File: src/lbpc_pkg.sv
// Shared constants and types for the local bus pipeline control block.
// Assumes one core clock; all users refer to items as lbpc_pkg::name.
package lbpc_pkg;

    // Opcode encodings (thirteen opcodes, 0xD..0xF undefined)
    localparam logic [3:0] OP_TRAP = 4'h0;
    localparam logic [3:0] OP_EXTRACT0 = 4'h1;
    localparam logic [3:0] OP_EXTRACT1 = 4'h2;
    localparam logic [3:0] OP_CPU_ALU = 4'h3;
    localparam logic [3:0] OP_COND_JUMP = 4'h4;
    localparam logic [3:0] OP_ADD_IMM = 4'h5;
    localparam logic [3:0] OP_COP_TO_CPU = 4'h6;
    localparam logic [3:0] OP_COP_LOAD = 4'h7;
    localparam logic [3:0] OP_CPU_LOAD = 4'h8;
    localparam logic [3:0] OP_COP_ALU = 4'h9;
    localparam logic [3:0] OP_CPU_TO_COP = 4'hA;
    localparam logic [3:0] OP_COP_STORE = 4'hB;
    localparam logic [3:0] OP_CPU_STORE = 4'hC;

    // Address bit positions
    localparam int ADDR_ALT_BIT = 3;
    localparam int ADDR_HALF_BIT = 2;

    // Stage advance patterns {if, alu, mem, wb}
    localparam logic [3:0] LD_NORMAL = 4'hF;
    localparam logic [3:0] LD_KILL_ALU = 4'h7;
    localparam logic [3:0] LD_KILL_MEM = 4'h3;
    localparam logic [3:0] LD_KILL_WB = 4'h1;
    localparam logic [3:0] LD_HOLD_ALL = 4'h0;

    // Reset values
    localparam logic [3:0] LD_SYNC_RESET = 4'hF;
    localparam logic INT_N_SYNC_RESET = 1'b1;
    localparam logic [63:0] DATA_RESET = 64'h0000_0000_0000_0000;

    typedef enum logic [2:0] {CLS_NONE = 3'h1, CLS_LOAD = 3'h2, CLS_STORE = 3'h4} lbpc_class_t;
    typedef enum logic [2:0] {ACT_HOLD = 3'h1, ACT_KILL = 3'h2, ACT_LOAD = 3'h4} lbpc_act_t;

    typedef enum logic [5:0] {
        M_IDLE = 6'h01, M_WAIT = 6'h02, M_ALT = 6'h04, M_REQ = 6'h08, M_LAST = 6'h10, M_KILLWB = 6'h20
    } lbpc_miss_t;

    typedef enum logic [4:0] {
        I_IDLE = 5'h01, I_NULL = 5'h02, I_REF1 = 5'h04, I_REF2 = 5'h08, I_HOLD = 5'h10
    } lbpc_ibuf_t;

    typedef struct packed {
        logic lif;
        logic lalu;
        logic lmem;
        logic lwb;
    } lbpc_loads_t;

    typedef struct packed {
        logic valid;
        logic kernel;
        logic ifetch;
        logic [3:0] opcode;
        logic [5:0] regnum;
        logic [31:0] addr;
        logic [31:0] sdata;
    } lbpc_stage_t;

endpackage

File: src/lbpc_core.sv
// Pipeline control for one processor on the local bus: stage decode,
// interlocks, refill and cache-miss sequencing, address and data drive.
// Assumes wired lines are resolved outside (pull-up plus enables).
//
// Contract
// - Upstream advance without downstream advance is illegal
// - Decode kill, hold, load per stage
// - Abort kills all four stages
// - Cache miss holds all four stages
// - Kill writeback before release if memory follows
// - Refill kills access stage, fetch/ALU held
// - Interlock kills ALU stage
// - Interrupt qualified by permit every cycle
// - Kernel bit tracked, blocks interrupt
// - Stage ownership of external buses
// - Opcodes decoded into three classes
// - Store reads in access, writes in writeback
// - Memory after store kills ALU once
// - Refill pair, second inverts address bit 3
// - Store in access gets null before refill
// - Line cross or jump extends refill hold; the code extends it only on ibuf_cross, with no jump input
// - Held writeback keeps driving its address
// - Address always driven, bit 3 inverted while alternate select is high
// - Line moves as alternate then requested half
// - Data captured every cycle, written next cycle
// - One extra held cycle after requested half
// - CPU drives one selected data half
// - Advance lines wired, pulled low for false
// - Permit dropped during cache-miss sequences
//
`timescale 1ns/100ps
module lbpc_core (
    // Clock and reset
    input wire logic core_clk,
    input wire logic rst,
    // Wired stage advance lines
    input wire lbpc_pkg::lbpc_loads_t load_line_in,
    output lbpc_pkg::lbpc_loads_t load_line_out,
    output lbpc_pkg::lbpc_loads_t load_line_oe,
    // Wired low-true interrupt and its permit
    input wire logic interrupt_n_in,
    output logic interrupt_n_out,
    output logic interrupt_n_oe,
    output logic interrupt_permit,
    // Fetch stage bus outputs
    output logic kernel_out,
    output logic [3:0] opcode_bus,
    output logic [5:0] register_bus,
    // Address bus
    output logic [31:0] address_bus,
    output logic instruction_fetch_flag,
    output logic alternate_doubleword_select,
    // Data bus
    input wire logic [63:0] data_in,
    output logic [63:0] data_out,
    output logic [1:0] data_oe,
    // Memory controller
    input wire logic mem_data_ready,
    // Core side requests
    input wire logic [3:0] fetch_opcode,
    input wire logic [5:0] fetch_reg,
    input wire logic fetch_kernel,
    input wire logic [31:0] fetch_pc,
    input wire logic [31:0] alu_addr,
    input wire logic [31:0] alu_store_data,
    input wire logic trap_req,
    input wire logic interlock_req,
    input wire logic ibuf_miss,
    input wire logic ibuf_cross,
    input wire logic cache_miss,
    // Core side results
    output lbpc_pkg::lbpc_act_t act_if,
    output lbpc_pkg::lbpc_act_t act_alu,
    output lbpc_pkg::lbpc_act_t act_mem,
    output lbpc_pkg::lbpc_act_t act_wb,
    output logic pipe_illegal,
    output logic wb_write,
    output logic wb_to_ibuf,
    output logic [63:0] wb_data
);

    function automatic lbpc_pkg::lbpc_class_t op_class(input logic [3:0] op);
        lbpc_pkg::lbpc_class_t c;
        c = lbpc_pkg::CLS_NONE;
        case (op)
            lbpc_pkg::OP_COP_TO_CPU, lbpc_pkg::OP_COP_LOAD,
            lbpc_pkg::OP_CPU_LOAD, lbpc_pkg::OP_COP_ALU: c = lbpc_pkg::CLS_LOAD;
            lbpc_pkg::OP_CPU_TO_COP, lbpc_pkg::OP_COP_STORE,
            lbpc_pkg::OP_CPU_STORE: c = lbpc_pkg::CLS_STORE;
            default: c = lbpc_pkg::CLS_NONE;
        endcase
        return c;
    endfunction

    function automatic logic is_mem(input lbpc_pkg::lbpc_stage_t s);
        return s.valid && (s.ifetch || op_class(s.opcode) != lbpc_pkg::CLS_NONE);
    endfunction

    function automatic logic is_store(input lbpc_pkg::lbpc_stage_t s);
        return s.valid && !s.ifetch && op_class(s.opcode) == lbpc_pkg::CLS_STORE;
    endfunction

    // Illegal up-without-own combination is treated as hold
    function automatic lbpc_pkg::lbpc_act_t stage_act(input logic abort, input logic up, input logic own);
        lbpc_pkg::lbpc_act_t a;
        if (abort)
            a = lbpc_pkg::ACT_KILL;
        else if (!own)
            a = lbpc_pkg::ACT_HOLD;
        else if (!up)
            a = lbpc_pkg::ACT_KILL;
        else
            a = lbpc_pkg::ACT_LOAD;
        return a;
    endfunction

    function automatic lbpc_pkg::lbpc_stage_t stage_next(input lbpc_pkg::lbpc_act_t a,
        input lbpc_pkg::lbpc_stage_t cur, input lbpc_pkg::lbpc_stage_t up, input lbpc_pkg::lbpc_stage_t dead);
        lbpc_pkg::lbpc_stage_t n;
        case (a)
            lbpc_pkg::ACT_LOAD: n = up;
            lbpc_pkg::ACT_HOLD: n = cur;
            default: n = dead;
        endcase
        return n;
    endfunction

    // Pin synchronisers
    lbpc_pkg::lbpc_loads_t ld_s1_r, ld_s2_r;
    logic int_n_s1_r, int_n_s2_r;
    logic mrdy_s1_r, mrdy_s2_r;
    logic [63:0] data_s1_r, data_s2_r, data_lat_r;

    always_ff @(posedge core_clk or posedge rst)
    begin
        if (rst)
        begin
            ld_s1_r <= lbpc_pkg::LD_SYNC_RESET;
            ld_s2_r <= lbpc_pkg::LD_SYNC_RESET;
            int_n_s1_r <= lbpc_pkg::INT_N_SYNC_RESET;
            int_n_s2_r <= lbpc_pkg::INT_N_SYNC_RESET;
            mrdy_s1_r <= 1'b0;
            mrdy_s2_r <= 1'b0;
            data_s1_r <= lbpc_pkg::DATA_RESET;
            data_s2_r <= lbpc_pkg::DATA_RESET;
            data_lat_r <= lbpc_pkg::DATA_RESET;
        end
        else
        begin
            ld_s1_r <= load_line_in;
            ld_s2_r <= ld_s1_r;
            int_n_s1_r <= interrupt_n_in;
            int_n_s2_r <= int_n_s1_r;
            mrdy_s1_r <= mem_data_ready;
            mrdy_s2_r <= mrdy_s1_r;
            data_s1_r <= data_in;
            data_s2_r <= data_s1_r;
            data_lat_r <= data_s2_r;
        end
    end

    // Stage and sequencer state
    lbpc_pkg::lbpc_stage_t alu_r, mem_r, wb_r, alu_nxt, mem_nxt, wb_nxt;
    lbpc_pkg::lbpc_miss_t miss_r, miss_nxt;
    lbpc_pkg::lbpc_ibuf_t ib_r, ib_nxt;
    logic cross_r, cross_nxt;

    // Requested advance patterns, combined as the wire would
    wire logic wb_load = is_mem(wb_r) && !is_store(wb_r) && !wb_r.ifetch;
    wire logic miss_now = (miss_r == lbpc_pkg::M_IDLE) && cache_miss && wb_load;
    wire logic store_follow = is_store(alu_r) && op_class(fetch_opcode) != lbpc_pkg::CLS_NONE;
    wire logic [3:0] want_cpu = (ib_r != lbpc_pkg::I_IDLE) ? lbpc_pkg::LD_KILL_MEM
        : (store_follow || interlock_req) ? lbpc_pkg::LD_KILL_ALU
        : lbpc_pkg::LD_NORMAL;
    wire logic [3:0] want_ccu = miss_now ? lbpc_pkg::LD_HOLD_ALL
        : (miss_r == lbpc_pkg::M_IDLE) ? lbpc_pkg::LD_NORMAL
        : (miss_r == lbpc_pkg::M_KILLWB) ? lbpc_pkg::LD_KILL_WB
        : lbpc_pkg::LD_HOLD_ALL;
    // Both patterns are monotonic, so their AND never makes the illegal case
    wire logic [3:0] want = want_cpu & want_ccu;
    // Own pulls act at once; synced lines add the other chips' pulls and repeat own pulls two cycles later
    wire lbpc_pkg::lbpc_loads_t eff_line = lbpc_pkg::lbpc_loads_t'(ld_s2_r & want);

    // Stage decode from the resolved lines
    wire logic abort = interrupt_permit && !int_n_s2_r;
    assign act_if = stage_act(abort, 1'b1, eff_line.lif);
    assign act_alu = stage_act(abort, eff_line.lif, eff_line.lalu);
    assign act_mem = stage_act(abort, eff_line.lalu, eff_line.lmem);
    assign act_wb = stage_act(abort, eff_line.lmem, eff_line.lwb);
    assign pipe_illegal = (ld_s2_r.lif && !ld_s2_r.lalu) || (ld_s2_r.lalu && !ld_s2_r.lmem)
        || (ld_s2_r.lmem && !ld_s2_r.lwb);

    // Instruction entering ALU from fetch
    wire lbpc_pkg::lbpc_stage_t fetch_ins = '{valid: 1'b1, kernel: fetch_kernel, ifetch: 1'b0,
        opcode: fetch_opcode, regnum: fetch_reg, addr: 32'h0000_0000, sdata: 32'h0000_0000};
    // Coprocessor ALU op travels on the address bus as itself
    wire logic [31:0] alu_eff_addr = (alu_r.opcode == lbpc_pkg::OP_COP_ALU)
        ? {22'h00_0000, alu_r.regnum, alu_r.opcode} : alu_addr;
    wire lbpc_pkg::lbpc_stage_t alu_out = '{valid: alu_r.valid, kernel: alu_r.kernel, ifetch: 1'b0,
        opcode: alu_r.opcode, regnum: alu_r.regnum, addr: alu_eff_addr, sdata: alu_store_data};
    // Refill pseudo-instruction, addressed by the fetch PC
    wire lbpc_pkg::lbpc_stage_t pseudo_ins = '{valid: 1'b1, kernel: 1'b0, ifetch: 1'b1,
        opcode: lbpc_pkg::OP_CPU_LOAD, regnum: {5'h00, ib_r == lbpc_pkg::I_REF2}, addr: fetch_pc,
        sdata: 32'h0000_0000};
    wire logic ib_ref = (ib_r == lbpc_pkg::I_REF1) || (ib_r == lbpc_pkg::I_REF2);
    wire lbpc_pkg::lbpc_stage_t mem_dead = (ib_ref && !abort) ? pseudo_ins : '0;

    assign alu_nxt = stage_next(act_alu, alu_r, fetch_ins, '0);
    assign mem_nxt = stage_next(act_mem, mem_r, alu_out, mem_dead);
    assign wb_nxt = stage_next(act_wb, wb_r, mem_r, '0);

    // Refill sequencer; leaves its final hold state only when the pipe is not frozen
    wire logic pipe_moves = !abort && eff_line.lwb;
    // Refill steps once its pseudo really entered the access stage
    wire logic mem_killed = (act_mem == lbpc_pkg::ACT_KILL);

    always_comb
    begin
        ib_nxt = ib_r;
        cross_nxt = cross_r;
        if (abort)
            ib_nxt = lbpc_pkg::I_IDLE;
        else
        begin
            case (ib_r)
                lbpc_pkg::I_IDLE:
                    if (ibuf_miss)
                    begin
                        cross_nxt = ibuf_cross;
                        ib_nxt = is_store(mem_r) ? lbpc_pkg::I_NULL : lbpc_pkg::I_REF1;
                    end
                lbpc_pkg::I_NULL:
                    if (mem_killed)
                        ib_nxt = lbpc_pkg::I_REF1;
                lbpc_pkg::I_REF1:
                    if (mem_killed)
                        ib_nxt = lbpc_pkg::I_REF2;
                lbpc_pkg::I_REF2:
                    if (mem_killed)
                        ib_nxt = cross_r ? lbpc_pkg::I_HOLD : lbpc_pkg::I_IDLE;
                lbpc_pkg::I_HOLD:
                    if (pipe_moves)
                        ib_nxt = lbpc_pkg::I_IDLE;
                default: ib_nxt = lbpc_pkg::I_IDLE;
            endcase
        end
    end

    // Cache miss sequencer
    always_comb
    begin
        miss_nxt = miss_r;
        case (miss_r)
            lbpc_pkg::M_IDLE:
                if (miss_now)
                    miss_nxt = lbpc_pkg::M_WAIT;
            lbpc_pkg::M_WAIT:
                if (mrdy_s2_r)
                    miss_nxt = lbpc_pkg::M_ALT;
            lbpc_pkg::M_ALT: miss_nxt = lbpc_pkg::M_REQ;
            lbpc_pkg::M_REQ: miss_nxt = lbpc_pkg::M_LAST;
            lbpc_pkg::M_LAST: miss_nxt = is_mem(mem_r) ? lbpc_pkg::M_KILLWB : lbpc_pkg::M_IDLE;
            lbpc_pkg::M_KILLWB: miss_nxt = lbpc_pkg::M_IDLE;
            default: miss_nxt = lbpc_pkg::M_IDLE;
        endcase
    end

    always_ff @(posedge core_clk or posedge rst)
    begin
        if (rst)
        begin
            alu_r <= '0;
            mem_r <= '0;
            wb_r <= '0;
            miss_r <= lbpc_pkg::M_IDLE;
            ib_r <= lbpc_pkg::I_IDLE;
            cross_r <= 1'b0;
        end
        else
        begin
            alu_r <= alu_nxt;
            mem_r <= mem_nxt;
            wb_r <= wb_nxt;
            miss_r <= miss_nxt;
            ib_r <= ib_nxt;
            cross_r <= cross_nxt;
        end
    end

    assign load_line_out = '0;
    assign load_line_oe = ~want;

    // Interrupt drive and permit
    wire logic any_kernel = fetch_kernel || (alu_r.valid && alu_r.kernel) || (mem_r.valid && mem_r.kernel)
        || (wb_r.valid && wb_r.kernel);
    assign interrupt_n_out = 1'b0;
    assign interrupt_n_oe = trap_req && !any_kernel;
    assign interrupt_permit = (miss_r == lbpc_pkg::M_IDLE) && !miss_now;

    // Fetch stage bus outputs
    assign kernel_out = fetch_kernel;
    assign opcode_bus = fetch_opcode;
    assign register_bus = fetch_reg;

    // Address: writeback store or held load wins over access stage
    wire logic wb_addr_own = is_store(wb_r) || (wb_load && (miss_r != lbpc_pkg::M_IDLE || miss_now));
    wire logic mem_addr_own = is_mem(mem_r);
    wire logic [31:0] addr_sel = wb_addr_own ? wb_r.addr : mem_addr_own ? mem_r.addr : 32'h0000_0000;
    // Second refill pseudo carries its mark in the register field
    assign alternate_doubleword_select = (miss_r == lbpc_pkg::M_ALT)
        || (mem_r.valid && mem_r.ifetch && mem_r.regnum[0]);
    always_comb
    begin
        address_bus = addr_sel;
        address_bus[lbpc_pkg::ADDR_ALT_BIT] = addr_sel[lbpc_pkg::ADDR_ALT_BIT]
            ^ alternate_doubleword_select;
    end
    assign instruction_fetch_flag = !wb_addr_own && mem_addr_own && mem_r.ifetch;

    // Data: only writeback stores drive, one half at a time
    wire logic drive_ok = is_store(wb_r) && (miss_r == lbpc_pkg::M_IDLE);
    wire logic half_hi = (wb_r.opcode == lbpc_pkg::OP_CPU_TO_COP) || wb_r.addr[lbpc_pkg::ADDR_HALF_BIT];
    wire logic cpu_drives = drive_ok && (wb_r.opcode != lbpc_pkg::OP_COP_STORE);
    assign data_out = {wb_r.sdata, wb_r.sdata};
    assign data_oe = {cpu_drives && half_hi, cpu_drives && !half_hi};

    // Writeback repeats while held, so the last held cycle takes fresh data
    assign wb_write = wb_r.valid && (wb_r.ifetch || wb_r.opcode == lbpc_pkg::OP_CPU_LOAD
        || wb_r.opcode == lbpc_pkg::OP_COP_TO_CPU);
    assign wb_to_ibuf = wb_r.valid && wb_r.ifetch;
    assign wb_data = data_lat_r;

endmodule

File: config.mk
export PLATFORM = sky130hd
export DESIGN_NAME = lbpc_core
export DESIGN_NICKNAME = d
export VERILOG_FILES = /design/src/lbpc_pkg.sv /design/src/lbpc_core.sv
export SDC_FILE = /design/constraint.sdc
export NUM_CORES = 1
export LEC_CHECK = 0
export ABC_AREA = 1
export BUFFER_PORTS_ARGS = -buffer_cell sky130_fd_sc_hd__buf_2
export CAP_MARGIN = 20
export CORE_ASPECT_RATIO = 1.2
export CORE_UTILIZATION = 52
export CTS_CLUSTER_DIAMETER = 80
export DETAILED_ROUTE_END_ITERATION = 8
export PLACE_DENSITY = 0.8
export SETUP_SLACK_MARGIN = 0.1
export SKIP_LAST_GASP = 1
export SYNTH_ARGS = -nofsm -noshare
export SYNTH_HDL_FRONTEND = slang
export SYNTH_SLANG_ARGS = --single-unit
export TNS_END_PERCENT = 20
File: constraint.sdc
create_clock -name core_clk -period 15.19 [get_ports core_clk]
set_input_delay 0.7595 -clock core_clk [delete_from_list [all_inputs] [get_ports core_clk]]
set_output_delay 0.7595 -clock core_clk [all_outputs]
set_load 0.005 [all_outputs]
==> run_results.csv <==
group,metric,value,unit
sta,setup_viol,0,
cells_and_area,fin_nets,1714,
logic_synthesis,ys_types,36,
logic_synthesis,synth_seq_cells,371,
pwr,sequentialPowerShare,0.487,
global_routing,grt_pass1_vias,9378,
placed_design,dp_hpwl,21.9,mm
sta,layout_min_cycle_time,4200,ps
sta,worst_slew_pin_slew,1040,ps
drt,drt_iter0_markers,597,
drt,wl_per_cell,16.6,um
placed_design,gp_congestion,0.877,
sta,maxSlewHeadroom,0.303,
drt,drcViolationCount,0,
drt,vias,9453,
critical_path,worstSetupPathType,"register to output pin",
placed_design,port_buffers,379,
clock_tree,cts_resized,0,
sta,rsz0062_at_grt,"no",
drt,ant_nets,0,
logic_synthesis,yosys_warnings,0,
logic_synthesis,syn_area,13500,um^2
cells_and_area,fill_cells,1982,
placed_design,post-place-ws,11520,ps
die,core,25500,um^2
clock_tree,cts.sinks,371,
pwr,clkPwrFrac,0.407,
drt,dr.pass1.iters,5,
clock_tree,cts_setup_buffers,0,
sta,skew,24.5,ps
sta,drv_slew,0,
global_routing,grt_overflow,0,
cells_and_area,syn2layout_area_growth,20.9,%
clock_tree,numCtsBuffers,35,
cells_and_area,final_cell_area,16300,um^2
pwr,ir_drop,162,uV
drt,detail_route.vias_per_cell,5.01,
global_routing,grt_pass1_wl,48.0,mm
clock_tree,insertion_delay,520,ps
global_routing,grt_usage,0.236,
global_routing,antenna_found_initial,1,
clock_tree,cts.clk_slew.worst_paths,70,ps
sta,max_freq,0.238,GHz
die,io_pins,385,
pwr,intPower,1660,uW
min_path,holdCritPathClass,"input port to register",
sta,timing.final.crit_share,0.277,
outcome,status,"finished, final reports clean",
sta,layout_setup_ws,10990,ps
die,dieWidth,149,um
cells_and_area,drive_gt1_frac,0.325,
critical_path,crit_path_start_kind,"register",
die,die_area,26600,um^2
placed_design,placed_cell_area,15100,um^2
pwr,power_density,135,nW/um^2
die,die_h,179,um
clock_tree,cts_max_level,2,
sta,tns,0,ps
global_routing,grt_max_degree,134,
pwr,p_comb_frac,0.106,
clock_tree,cts-root-buf,"clkbuf_16",
pwr,p_leak,0.00843,uW
logic_synthesis,synthCells,1218,
clock_tree,cts.path.max_buffers,3,
logic_synthesis,yosysSeqAreaShare,0.689,
die,rows,64,
critical_path,critPathArrivalTime,3440,ps
critical_path,worstPathRequired,14430,ps
pwr,switching_share,0.248,
sta,hold_violations,0,
logic_synthesis,avgSynthCellArea,11.1,um^2
clock_tree,cts_tree,"done",
critical_path,critPathCaptureType,"output pin",
drt,routed_wl,31.3,mm
clock_tree,hold_buffers,0,
pwr,switchingPower,546,uW
job,maxCapViolCount,0,
die,start_util,0.530,
critical_path,critPathMaxFanout,34,
[placed cells by master (no fill, tap or decap), types with 2 or more instances in the layout]
master and n:
o211ai_1 7, inv_1 162, o21ai_1 38, nand2_1 250
o21ai_0 42, bufinv_16 4, clkbuf_16 37, nand2_2 22
clkinvlp_4 4, nor2_1 24, a21oi_1 9, conb_1 5
buf_4 9, o22ai_1 69, clkinv_2 4, nand3_1 64
nor2_2 3, buf_2 379, clkbuf_8 3, nor2_4 4
clkinv_4 2, dfrtp_1 359, nand3_4 2, buf_16 2
nand2_4 2, or2_2 2, inv_2 5, nand4_1 6
clkbuf_1 7, nand3_2 3, dfstp_2 12, nor3_1 3
[path summary, 6_finish.rpt]
path                            startpoint             end  slack (ps)  cells after the start
max in group asynchronous              rst   data_s1_r[10]       13310                      3
min                        load_line_in[1]      ld_s1_r[1]         340                      1
min in group asynchronous              rst    data_s2_r[5]         450                      2
min reg2reg                  data_s2_r[13]     wb_data[13]         340                      0
max reg2reg                      miss_r[0]    data_out[21]       12140                     11
max                              miss_r[0]  address_bus[9]       10990                     10
[state kept, by name, indices dropped and copies added, names as in the netlist, 6 cells and up]
name / count
wb_data: 64
alu_out: 12
data_s1_r: 64
data_out: 32
mem_r: 72
miss_r: 6
data_s2_r: 64
wb_r: 39
[layout make-up]
| cell class | instances | area (um^2) | area share |
|---|---|---|---|
| Antenna cell | 1 | 2.50 | 0.000153 |
| Clock buffer | 47 | 993 | 0.0609 |
| Clock inverter | 15 | 208 | 0.0127 |
| Inverter | 168 | 638 | 0.0391 |
| Multi-Input combinational cell | 564 | 2750 | 0.169 |
| Sequential cell | 371 | 9300 | 0.570 |
| Tap cell | 330 | 413 | 0.0253 |
| Timing Repair Buffer | 390 | 2020 | 0.124 |
[stage by stage]
step / util / cells / hold WS, ps / power (uW)
after floorplan: - / 1222 / 331 / 1240
after global placement: 0.592 / 1821 / 331 / 1310
after detailed placement: 0.592 / 1821 / 335 / 1320
after CTS: 0.639 / 1883 / 324 / 2220
after global routing: 0.641 / 1886 / 326 / 2300
final: 0.641 / 1886 / 339 / 2210
[cell usage after synthesis (all sizes together)]
cell type	count	area share
a21oi	11	0.0052
a221oi	1	0.00065
a22oi	1	0.00056
a31oi	1	0.00046
buf	111	0.060
clkbuf	8	0.0022
conb	1	0.00028
dfrtp	359	0.67
dfstp	12	0.023
inv	168	0.047
nand2	274	0.081
nand3	69	0.029
nand4	6	0.0028
nor2	32	0.013
nor3	4	0.0023
o211a	1	0.00074
o211ai	7	0.0039
o21ai	80	0.030
o22ai	69	0.032
o31ai	1	0.00056
or2	2	0.00093
[per-layer routing]
metal / part of all wire / global-route usage / vias to the layer above
li1: - / - / 4385
met1: 0.38 / 0.278 / 4563
met2: 0.52 / 0.413 / 417
met3: 0.066 / 0.0478 / 88
met4: 0.042 / 0.114 / 0
met5: 0 / 0 / -
[worst max-delay path, cell delays in order (launching register included)]
cell,delay (ps)
dfstp_2,530
inv_1,50
nor2_2,120
nand3_2,130
inv_2,180
nand2_2,120
a21oi_2,140
buf_4,350
nand2_1,700
o22ai_1,410
buf_2,180
[kinds of logic after synthesis]
| kind of cell | share of synthesized area |
|---|---|
| compound gates | 0.0737 |
| other cells | 0.000278 |
| simple gates | 0.129 |
| flops | 0.689 |
| buf+inv | 0.109 |
[power by group through the flow]
stage	Clock (uW)	Combinational [uW]	Sequential [uW]
after floorplan	0	148	1090
after global placement	0	226	1090
after detailed placement	0	231	1090
after CTS	916	234	1080
after global routing	954	262	1080
final	898	234	1080
Note: power is estimated with default switching activity, not from simulation.
